<file path="config.mk">
export PLATFORM = sky130hd
export DESIGN_NAME = lrc_top
export DESIGN_NICKNAME = d
export VERILOG_FILES = /design/src/rtl/lrc_pkg.sv /design/src/rtl/lrc_top.sv
export SDC_FILE = /design/constraint.sdc
export NUM_CORES = 1
export LEC_CHECK = 0
export BUFFER_PORTS_ARGS = -buffer_cell sky130_fd_sc_hd__buf_2
export CAP_MARGIN = 20
export CORE_MARGIN = 4
export CORE_UTILIZATION = 48
export CTS_CLUSTER_SIZE = 25
export DETAILED_ROUTE_END_ITERATION = 12
export PLACE_DENSITY_LB_ADDON = 0.08
export SLEW_MARGIN = 20
export SYNTH_ARGS = -nofsm -noshare
export SYNTH_HDL_FRONTEND = slang
export SYNTH_SLANG_ARGS = --single-unit
</file>
<file path="constraint.sdc">
create_clock -name core_clk -period 4.8 [get_ports core_clk]
set_input_delay 0.48 -clock core_clk [delete_from_list [all_inputs] [get_ports core_clk]]
set_output_delay 0.48 -clock core_clk [all_outputs]
set_load 0.05 [all_outputs]
</file>
<file path="src/rtl/lrc_pkg.sv">
// Package for the linear regulator control block: register map, field layout, reset values.
// Assumes a 32-bit AXI4-Lite register bus and four regulators.
package lrc_pkg;
	localparam int          LRC_NUM_REG      = 4;
	localparam int          LRC_CODE_W       = 4;
	// Byte offsets
	localparam logic [7:0]  LRC_OFS_SYS      = 8'h00;
	localparam logic [7:0]  LRC_OFS_ENABLE   = 8'h04;
	localparam logic [7:0]  LRC_OFS_RUN_V    = 8'h08;
	localparam logic [7:0]  LRC_OFS_STBY_V   = 8'h0c;
	localparam logic [7:0]  LRC_OFS_STATUS   = 8'h10;
	// SYS fields
	localparam int          LRC_SYS_STBY_BIT = 0;
	localparam int          LRC_SYS_HW2_BIT  = 1;
	// ENABLE fields: run enables in [3:0], standby enables in [7:4]
	localparam int          LRC_EN_RUN_LSB   = 0;
	localparam int          LRC_EN_STBY_LSB  = 4;
	// Reset values and bus response codes
	localparam logic [1:0]  LRC_SYS_RST      = 2'h0;
	localparam logic [1:0]  LRC_RESP_OKAY    = 2'h0;
	localparam logic [1:0]  LRC_RESP_SLVERR  = 2'h2;
	// Regulator operating state
	typedef enum logic [1:0] {
		LRC_OFF_PULLDOWN,
		LRC_REGULATE,
		LRC_LOAD_SWITCH
	} lrc_state_t;
	// Output voltage in millivolts per code
	function automatic logic [12:0] lrc_code_mv(input logic [3:0] code);
		case (code)
			4'h0:    lrc_code_mv = 13'd1500;
			4'h1:    lrc_code_mv = 13'd1600;
			4'h2:    lrc_code_mv = 13'd1800;
			4'h3:    lrc_code_mv = 13'd1850;
			4'h4:    lrc_code_mv = 13'd2150;
			4'h5:    lrc_code_mv = 13'd2500;
			4'h6:    lrc_code_mv = 13'd2800;
			4'h7:    lrc_code_mv = 13'd3000;
			4'h8:    lrc_code_mv = 13'd3100;
			4'h9:    lrc_code_mv = 13'd3150;
			4'ha:    lrc_code_mv = 13'd3200;
			4'hb:    lrc_code_mv = 13'd3300;
			4'hc:    lrc_code_mv = 13'd3350;
			4'hd:    lrc_code_mv = 13'd1650;
			4'he:    lrc_code_mv = 13'd1700;
			default: lrc_code_mv = 13'd5000;
		endcase
	endfunction
endpackage

</file>
<file path="src/rtl/lrc_top.sv">
// Digital control for four linear regulators, with AXI4-Lite registers.
// Assumes fused settings are stable from reset onward; hardware pins are asynchronous.
`timescale 1ns/10ps

// Functional notes
// RULE1 - Run mode: run enable zero disables regulator
// RULE2 - Standby: standby enable zero disables regulator
// RULE3 - Enables preset by power-up sequence, else zero
// RULE4 - Enable zero: off with pull-down active
// RULE5 - Enable one, switch select zero: regulate
// RULE6 - Enable one, switch select one: pass-through
// RULE7 - Load-switch select comes from fused bit
// RULE8 - Separate run and standby codes, mode-selected
// RULE9 - Both codes loaded from fused default
// RULE10 - Code decodes to documented voltage table
// RULE11 - Regulator two controllable by hardware pins
// RULE12 - Follow enable pin and select pin
// RULE13 - Load switch opens/closes per enable
// RULE14 - Select pin picks one of two presets
module lrc_top
	import lrc_pkg::*;
#(
	parameter int N = lrc_pkg::LRC_NUM_REG
) (
	// Clock and reset
	input  wire logic                        core_clk,
	input  wire logic                        rst,
	// Fused settings
	input  wire logic [N-1:0]                fused_load_switch_select,
	input  wire logic [N*4-1:0]              fused_voltage_default,
	input  wire logic [N-1:0]                fused_in_sequence,
	input  wire logic [3:0]                  fused_reg2_alt_code,
	// Hardware pins for regulator two
	input  wire logic                        second_regulator_enable_pin,
	input  wire logic                        voltage_choice_pin,
	// AXI4-Lite write address
	input  wire logic [7:0]                  s_axi_awaddr,
	input  wire logic                        s_axi_awvalid,
	output logic                             s_axi_awready,
	// AXI4-Lite write data
	input  wire logic [31:0]                 s_axi_wdata,
	input  wire logic [3:0]                  s_axi_wstrb,
	input  wire logic                        s_axi_wvalid,
	output logic                             s_axi_wready,
	// AXI4-Lite write response
	output logic [1:0]                       s_axi_bresp,
	output logic                             s_axi_bvalid,
	input  wire logic                        s_axi_bready,
	// AXI4-Lite read address
	input  wire logic [7:0]                  s_axi_araddr,
	input  wire logic                        s_axi_arvalid,
	output logic                             s_axi_arready,
	// AXI4-Lite read data
	output logic [31:0]                      s_axi_rdata,
	output logic [1:0]                       s_axi_rresp,
	output logic                             s_axi_rvalid,
	input  wire logic                        s_axi_rready,
	// Regulator controls
	output lrc_pkg::lrc_state_t [N-1:0]      reg_state,
	output logic [N*4-1:0]                   reg_code,
	output logic [N*13-1:0]                  reg_mv
);
	import lrc_pkg::*;

	////////////////////////////////////////////////////////////////////////////////
	// Pin synchronisers
	// Only the second stage is read, so a metastable first stage never reaches logic
	logic [1:0] en_sync;
	logic [1:0] sel_sync;
	always_ff @(posedge core_clk or posedge rst) begin
		if (rst) begin
			en_sync  <= 2'h0;
			sel_sync <= 2'h0;
		end else begin
			en_sync  <= {en_sync[0], second_regulator_enable_pin};
			sel_sync <= {sel_sync[0], voltage_choice_pin};
		end
	end

	////////////////////////////////////////////////////////////////////////////////
	// Register state
	logic [1:0]      sys;
	logic [N-1:0]    run_mode_enable_bit;
	logic [N-1:0]    standby_mode_enable_bit;
	logic [N*4-1:0]  run_voltage_code;
	logic [N*4-1:0]  standby_voltage_code;
	logic            loaded;
	logic            aw_held;
	logic            w_held;
	logic [7:0]      aw_addr;
	logic [31:0]     w_data;
	logic [3:0]      w_strb;

	logic [1:0]      next_sys;
	logic [N-1:0]    next_run_en;
	logic [N-1:0]    next_stby_en;
	logic [N*4-1:0]  next_run_code;
	logic [N*4-1:0]  next_stby_code;
	logic            next_loaded;
	logic            next_aw_held;
	logic            next_w_held;
	logic [7:0]      next_aw_addr;
	logic [31:0]     next_w_data;
	logic [3:0]      next_w_strb;
	logic            next_bvalid;
	logic [1:0]      next_bresp;
	logic            next_rvalid;
	logic [31:0]     next_rdata;
	logic [1:0]      next_rresp;

	logic [31:0]     wmask;

	function automatic logic [31:0] strb_mask(input logic [3:0] s);
		strb_mask = {{8{s[3]}}, {8{s[2]}}, {8{s[1]}}, {8{s[0]}}};
	endfunction

	function automatic logic [31:0] merge(input logic [31:0] old, input logic [31:0] nw, input logic [31:0] m);
		merge = (old & ~m) | (nw & m);
	endfunction

	always_comb begin
		next_sys       = sys;
		next_run_en    = run_mode_enable_bit;
		next_stby_en   = standby_mode_enable_bit;
		next_run_code  = run_voltage_code;
		next_stby_code = standby_voltage_code;
		next_loaded    = 1'b1;
		next_aw_held   = aw_held;
		next_w_held    = w_held;
		next_aw_addr   = aw_addr;
		next_w_data    = w_data;
		next_w_strb    = w_strb;
		next_bvalid    = s_axi_bvalid;
		next_bresp     = s_axi_bresp;
		next_rvalid    = s_axi_rvalid;
		next_rdata     = s_axi_rdata;
		next_rresp     = s_axi_rresp;
		wmask          = strb_mask(w_strb);
		// Fused defaults are captured one edge after reset release, never under reset
		// The bus stays shut until then, since every ready waits for loaded
		if (!loaded) begin
			next_run_en    = fused_in_sequence; // RULE3
			next_stby_en   = fused_in_sequence; // RULE3
			next_run_code  = fused_voltage_default; // RULE9
			next_stby_code = fused_voltage_default; // RULE9
		end else begin
			if (s_axi_awvalid && s_axi_awready) begin
				next_aw_held = 1'b1;
				next_aw_addr = s_axi_awaddr;
			end
			if (s_axi_wvalid && s_axi_wready) begin
				next_w_held = 1'b1;
				next_w_data = s_axi_wdata;
				next_w_strb = s_axi_wstrb;
			end
			if (aw_held && w_held && !s_axi_bvalid) begin
				next_aw_held = 1'b0;
				next_w_held  = 1'b0;
				next_bvalid  = 1'b1;
				next_bresp   = LRC_RESP_OKAY;
				// Unmapped offsets answer with an error and change nothing
				case (aw_addr)
					LRC_OFS_SYS: next_sys = 2'(merge(32'(sys), w_data, wmask));
					LRC_OFS_ENABLE: begin
						next_run_en  = N'(merge(32'(run_mode_enable_bit), w_data >> LRC_EN_RUN_LSB, wmask));
						next_stby_en = N'(merge(32'(standby_mode_enable_bit), w_data >> LRC_EN_STBY_LSB,
							wmask >> LRC_EN_STBY_LSB));
					end
					LRC_OFS_RUN_V:  next_run_code  = (N*4)'(merge(32'(run_voltage_code), w_data, wmask)); // RULE8
					LRC_OFS_STBY_V: next_stby_code = (N*4)'(merge(32'(standby_voltage_code), w_data, wmask)); // RULE8
					LRC_OFS_STATUS: ;
					default: next_bresp = LRC_RESP_SLVERR;
				endcase
			end
			if (s_axi_bvalid && s_axi_bready) begin
				next_bvalid = 1'b0;
			end
			if (s_axi_arvalid && s_axi_arready) begin
				next_rvalid = 1'b1;
				next_rresp  = LRC_RESP_OKAY;
				case (s_axi_araddr)
					LRC_OFS_SYS:    next_rdata = 32'(sys);
					LRC_OFS_ENABLE: next_rdata = 32'({standby_mode_enable_bit, run_mode_enable_bit});
					LRC_OFS_RUN_V:  next_rdata = 32'(run_voltage_code);
					LRC_OFS_STBY_V: next_rdata = 32'(standby_voltage_code);
					LRC_OFS_STATUS: next_rdata = 32'(reg_state);
					default: begin
						next_rdata = 32'h0;
						next_rresp = LRC_RESP_SLVERR;
					end
				endcase
			end else if (s_axi_rvalid && s_axi_rready) begin
				next_rvalid = 1'b0;
			end
		end
	end

	always_ff @(posedge core_clk or posedge rst) begin
		if (rst) begin
			sys                     <= LRC_SYS_RST;
			run_mode_enable_bit     <= '0;
			standby_mode_enable_bit <= '0;
			run_voltage_code        <= '0;
			standby_voltage_code    <= '0;
			loaded                  <= 1'b0;
			aw_held                 <= 1'b0;
			w_held                  <= 1'b0;
			aw_addr                 <= 8'h00;
			w_data                  <= 32'h0;
			w_strb                  <= 4'h0;
			s_axi_bvalid            <= 1'b0;
			s_axi_bresp             <= LRC_RESP_OKAY;
			s_axi_rvalid            <= 1'b0;
			s_axi_rdata             <= 32'h0;
			s_axi_rresp             <= LRC_RESP_OKAY;
		end else begin
			sys                     <= next_sys;
			run_mode_enable_bit     <= next_run_en;
			standby_mode_enable_bit <= next_stby_en;
			run_voltage_code        <= next_run_code;
			standby_voltage_code    <= next_stby_code;
			loaded                  <= next_loaded;
			aw_held                 <= next_aw_held;
			w_held                  <= next_w_held;
			aw_addr                 <= next_aw_addr;
			w_data                  <= next_w_data;
			w_strb                  <= next_w_strb;
			s_axi_bvalid            <= next_bvalid;
			s_axi_bresp             <= next_bresp;
			s_axi_rvalid            <= next_rvalid;
			s_axi_rdata             <= next_rdata;
			s_axi_rresp             <= next_rresp;
		end
	end

	// Ready outputs are registered; each write channel accepts one beat until the write completes
	// Readies follow next-state values so a held beat is never taken twice
	logic next_awready;
	logic next_wready;
	logic next_arready;
	always_comb begin
		next_awready = loaded && !next_aw_held && !next_bvalid;
		next_wready  = loaded && !next_w_held && !next_bvalid;
		next_arready = loaded && !next_rvalid;
	end
	always_ff @(posedge core_clk or posedge rst) begin
		if (rst) begin
			s_axi_awready <= 1'b0;
			s_axi_wready  <= 1'b0;
			s_axi_arready <= 1'b0;
		end else begin
			s_axi_awready <= next_awready;
			s_axi_wready  <= next_wready;
			s_axi_arready <= next_arready;
		end
	end

	////////////////////////////////////////////////////////////////////////////////
	// Regulator state decode
	lrc_state_t [N-1:0] next_state;
	logic [N*4-1:0]     next_code;
	logic [N*13-1:0]    next_mv;
	always_comb begin
		logic       en;
		logic [3:0] code;
		en   = 1'b0;
		code = 4'h0;
		for (int i = 0; i < N; i++) begin
			// Standby bit picks enable and code of the current mode
			en   = sys[LRC_SYS_STBY_BIT] ? standby_mode_enable_bit[i] : run_mode_enable_bit[i]; // RULE1 RULE2
			code = sys[LRC_SYS_STBY_BIT] ? standby_voltage_code[i*4 +: 4] : run_voltage_code[i*4 +: 4]; // RULE8
			if (i == 1 && sys[LRC_SYS_HW2_BIT]) begin
				en   = en_sync[1]; // RULE11 RULE12
				// Low picks the register code of the current mode, high the fused alternate
				code = sel_sync[1] ? fused_reg2_alt_code : code; // RULE12 RULE14
			end
			// Fused switch select is static, so it needs no synchroniser
			if (!en) begin
				next_state[i] = LRC_OFF_PULLDOWN; // RULE4
			end else if (fused_load_switch_select[i]) begin
				next_state[i] = LRC_LOAD_SWITCH; // RULE6 RULE7 RULE13
			end else begin
				next_state[i] = LRC_REGULATE; // RULE5
			end
			next_code[i*4 +: 4]  = code;
			next_mv[i*13 +: 13]  = lrc_code_mv(code); // RULE10
		end
	end
	always_ff @(posedge core_clk or posedge rst) begin
		if (rst) begin
			// Regulators leave reset off, with their pull-downs active
			reg_state <= '{default: LRC_OFF_PULLDOWN};
			reg_code  <= '0;
			reg_mv    <= '0;
		end else begin
			reg_state <= next_state;
			reg_code  <= next_code;
			reg_mv    <= next_mv;
		end
	end
endmodule

</file>
==> results.sh <==
export IMPL_postSynth_asyncResetShare=1.000
export IMPL_path_clk_slew_ns=0.06
export IMPL_cts_tree="built"
export IMPL_fillers=1509
export IMPL_grt_pass1_vias=5748
export IMPL_power_leakage_nw=4.462
export IMPL_slowest_stage="dfrtp_1"
export IMPL_cts_sinks=170
export IMPL_min_period_ns=3.124
export IMPL_rsz0062_at_grt="no"
export IMPL_synth_flop_cell="dfrtp_1"
export IMPL_grt_pass1_wl_um=29870
export IMPL_dr_pass1_iters=5
export IMPL_avgSynthCellArea_um2=10.94
export IMPL_fmax_mhz=320.1
export IMPL_place_congestion=0.8131
export IMPL_cp_end_kind="register"
export IMPL_p_per_area_nw_per_um2=483.1
export IMPL_dieArea_um2=19030
export IMPL_place_area_um2=8936
export IMPL_yosysWarnings=0
export IMPL_grt_usage=0.2006
export IMPL_synth_seq_cells=170
export IMPL_slew_violations=0
export IMPL_io_pins=206
export IMPL_dpl_hpwl_um=13450
export IMPL_critPathMaxStageDelay_ns=0.99
export IMPL_die_y_um=138.0
export IMPL_ys_seq_area_frac=0.5248
export IMPL_vdd_drop_max_uv=263.2
export IMPL_setup_viol=0
export IMPL_whs_ns=0.1625
export IMPL_drv_cap=0
export IMPL_cp_arrival_ns=3.42
export IMPL_worst_slew_pin_slew_ns=0.9989
export IMPL_synthCells=741
export IMPL_finalClockSkew_ns=0.01412
export IMPL_htreeDepth=4
export IMPL_initial_core_util=0.4888
export IMPL_holdPathStages=1
export IMPL_cts_inserted_buffers=17
export IMPL_core_um2=16580
export IMPL_ff2ff_path_depth=6
export IMPL_antenna_found_initial=1
export IMPL_fin_setup_tns_ns=0
export IMPL_crit_path_start_kind="register"
export IMPL_drc_errors=0
export IMPL_seqCellArea_um2=4254
export IMPL_synth_edf_count=0
export IMPL_fin_area_um2=9534
export IMPL_grt_ovfl_total=0
export IMPL_hold_buffers=0
export IMPL_relSlewSlack=0.3333
export IMPL_clk_latency_ns=0.43
export IMPL_rows=47
export IMPL_holdCritStartpoint="voltage_choice_pin"
export IMPL_syn_area_um2=8107
export IMPL_clk_path_buf_depth=2
export IMPL_port_buffers=165
export IMPL_cp_max_fo=17
export IMPL_grt_max_degree=171
export IMPL_drt_first_iter_violations=573
export IMPL_multi_input_area_um2=3416
export IMPL_area_growth_pct=17.61
export IMPL_ctsRootBufferMaster="clkbuf_16"
export IMPL_wl_per_cell_um=16.66
export IMPL_fin_nets=1001
export IMPL_status="finished clean"
export IMPL_finalHoldViolCount=0
export IMPL_drt_total_wl_um=18610
export IMPL_crit_chain="mux2_2 -> mux2i_1 -> inv_1 -> ha_1 -> and3_1 -> a211o_1"
export IMPL_crit_required_ns=5.10
export IMPL_ys_types=58
export IMPL_post_route_period_util=0.6509
export IMPL_drive_gt1_frac=0.2902
export IMPL_worstSetupPathType="reg -> reg"
export IMPL_viasPerCell=5.331
export IMPL_dr_total_vias=5955
export IMPL_chipWidth_um=138.0
export IMPL_cts_setup_buffers=0
export IMPL_ant_nets=0
export IMPL_hold_path_class="in -> reg"
export IMPL_cts_resized=0
[worst paths after layout]
check	to	slack (ns)
max in group asynchronous	async pin	3.86
worst min register to register	en_sync[1]	0.35
worst max-delay path	reg_mv[16]	1.68
worst min-delay path	sel_sync[0]	0.16
min in group asynchronous	async pin	0.29
worst max register to register	reg_mv[16]	1.68
[per-stage QoR]
stage | utilization | worst slack [ns] | power, mW | std cells
floorplan | - | 2.151 | 2.936 | 762
global placement | 0.5389 | 1.751 | 3.213 | 1085
detailed placement | 0.5389 | 1.679 | 3.253 | 1085
CTS | 0.5748 | 1.665 | 4.647 | 1116
global route | 0.5749 | 1.334 | 4.845 | 1117
finish | 0.5749 | 1.676 | 4.606 | 1117
[power breakdown]
group	switching, mW	leakage (nW)	total, mW	internal (mW)
clock	0.530	0.293	1.38	0.854
combinational	0.918	2.15	1.31	0.394
sequential	0.204	2.02	1.91	1.71
[cells in the mapped netlist, types with 3 or more instances]
cell / n / area [um^2]
dfrtp_1: 170 / 4254
o21ai_0: 64 / 320.3
a21oi_1: 55 / 275.3
nor2_1: 52 / 195.2
nand2_1: 42 / 157.7
mux2_2: 40 / 450.4
a31oi_1: 35 / 219.0
mux2i_1: 35 / 350.3
ha_1: 28 / 350.3
inv_1: 27 / 101.4
buf_4: 24 / 180.2
clkbuf_1: 20 / 75.07
buf_2: 15 / 75.07
nor3_1: 12 / 60.06
a211oi_1: 8 / 60.06
o22ai_1: 8 / 50.05
a22oi_1: 7 / 52.55
and3_1: 7 / 43.79
a22o_1: 6 / 52.55
nor2b_1: 6 / 37.54
nand3_1: 5 / 25.02
o211ai_1: 5 / 37.54
o31ai_1: 5 / 37.54
buf_1: 4 / 15.01
o21a_1: 4 / 30.03
a211o_1: 3 / 26.28
and2_1: 3 / 18.77
inv_2: 3 / 11.26
mux2i_2: 3 / 41.29
mux2i_4: 3 / 67.56
mux4_2: 3 / 67.56
nand2b_1: 3 / 18.77
[cells by family (layout without fill, tap and decap cells)]
group                      after synthesis  in the layout  synth area share
DFF                                    170            170            0.5248
xor gates and xnor gates                 2              2          0.002161
and+or+nand+nor                        145            145           0.08597
muxes                                   86             86            0.1242
AOI/OAI and AO/OA                      211            211            0.1551
buffers and inverters                   97            231           0.06359
other                                    2             24         0.0009264
adders and majority gates               28             28           0.04322
[area by class of cell]
type / count / share of cell area
well taps: 220 / 0.02887
repair buffers: 169 / 0.09108
diodes: 1 / 0.0002625
clock buffers: 23 / 0.05013
flip-flops and latches: 170 / 0.4462
clock inverters: 8 / 0.01234
multi-input cells: 495 / 0.3583
inverters: 31 / 0.01286
[placed cells by master (no fill, tap or decap), types with 6 or more instances in the layout]
master	n
a22oi_1	7
a211oi_1	8
a22o_1	6
nor2_1	52
mux2_2	40
a21oi_1	55
nand2_1	42
nor2b_1	6
inv_1	26
and3_1	7
buf_2	165
nor3_1	12
conb_1	23
dfrtp_1	170
clkbuf_16	17
o22ai_1	8
o21ai_0	64
mux2i_1	35
a31oi_1	35
ha_1	28
[metal layers]
metal | wire, um | track usage | vias to the layer above | part of all wire
met5 | 0 | 0 | - | 0
li1 | - | - | 2881 | -
met3 | 1127 | 0.04463 | 26 | 0.061
met4 | 301 | 0.06312 | 0 | 0.016
met1 | 8702 | 0.2884 | 2858 | 0.47
met2 | 8480 | 0.3048 | 190 | 0.46
[critical path: cells and delay by family (launching register included)]
family | cells | cell delay [ns]
compound gates | 1 | 0.27
buf+inv | 1 | 0.27
flops | 1 | 0.99
fa+ha+maj | 1 | 0.30
mux | 2 | 1.00
simple gates | 1 | 0.16
No activity file was read; power rests on OpenSTA's default activity.
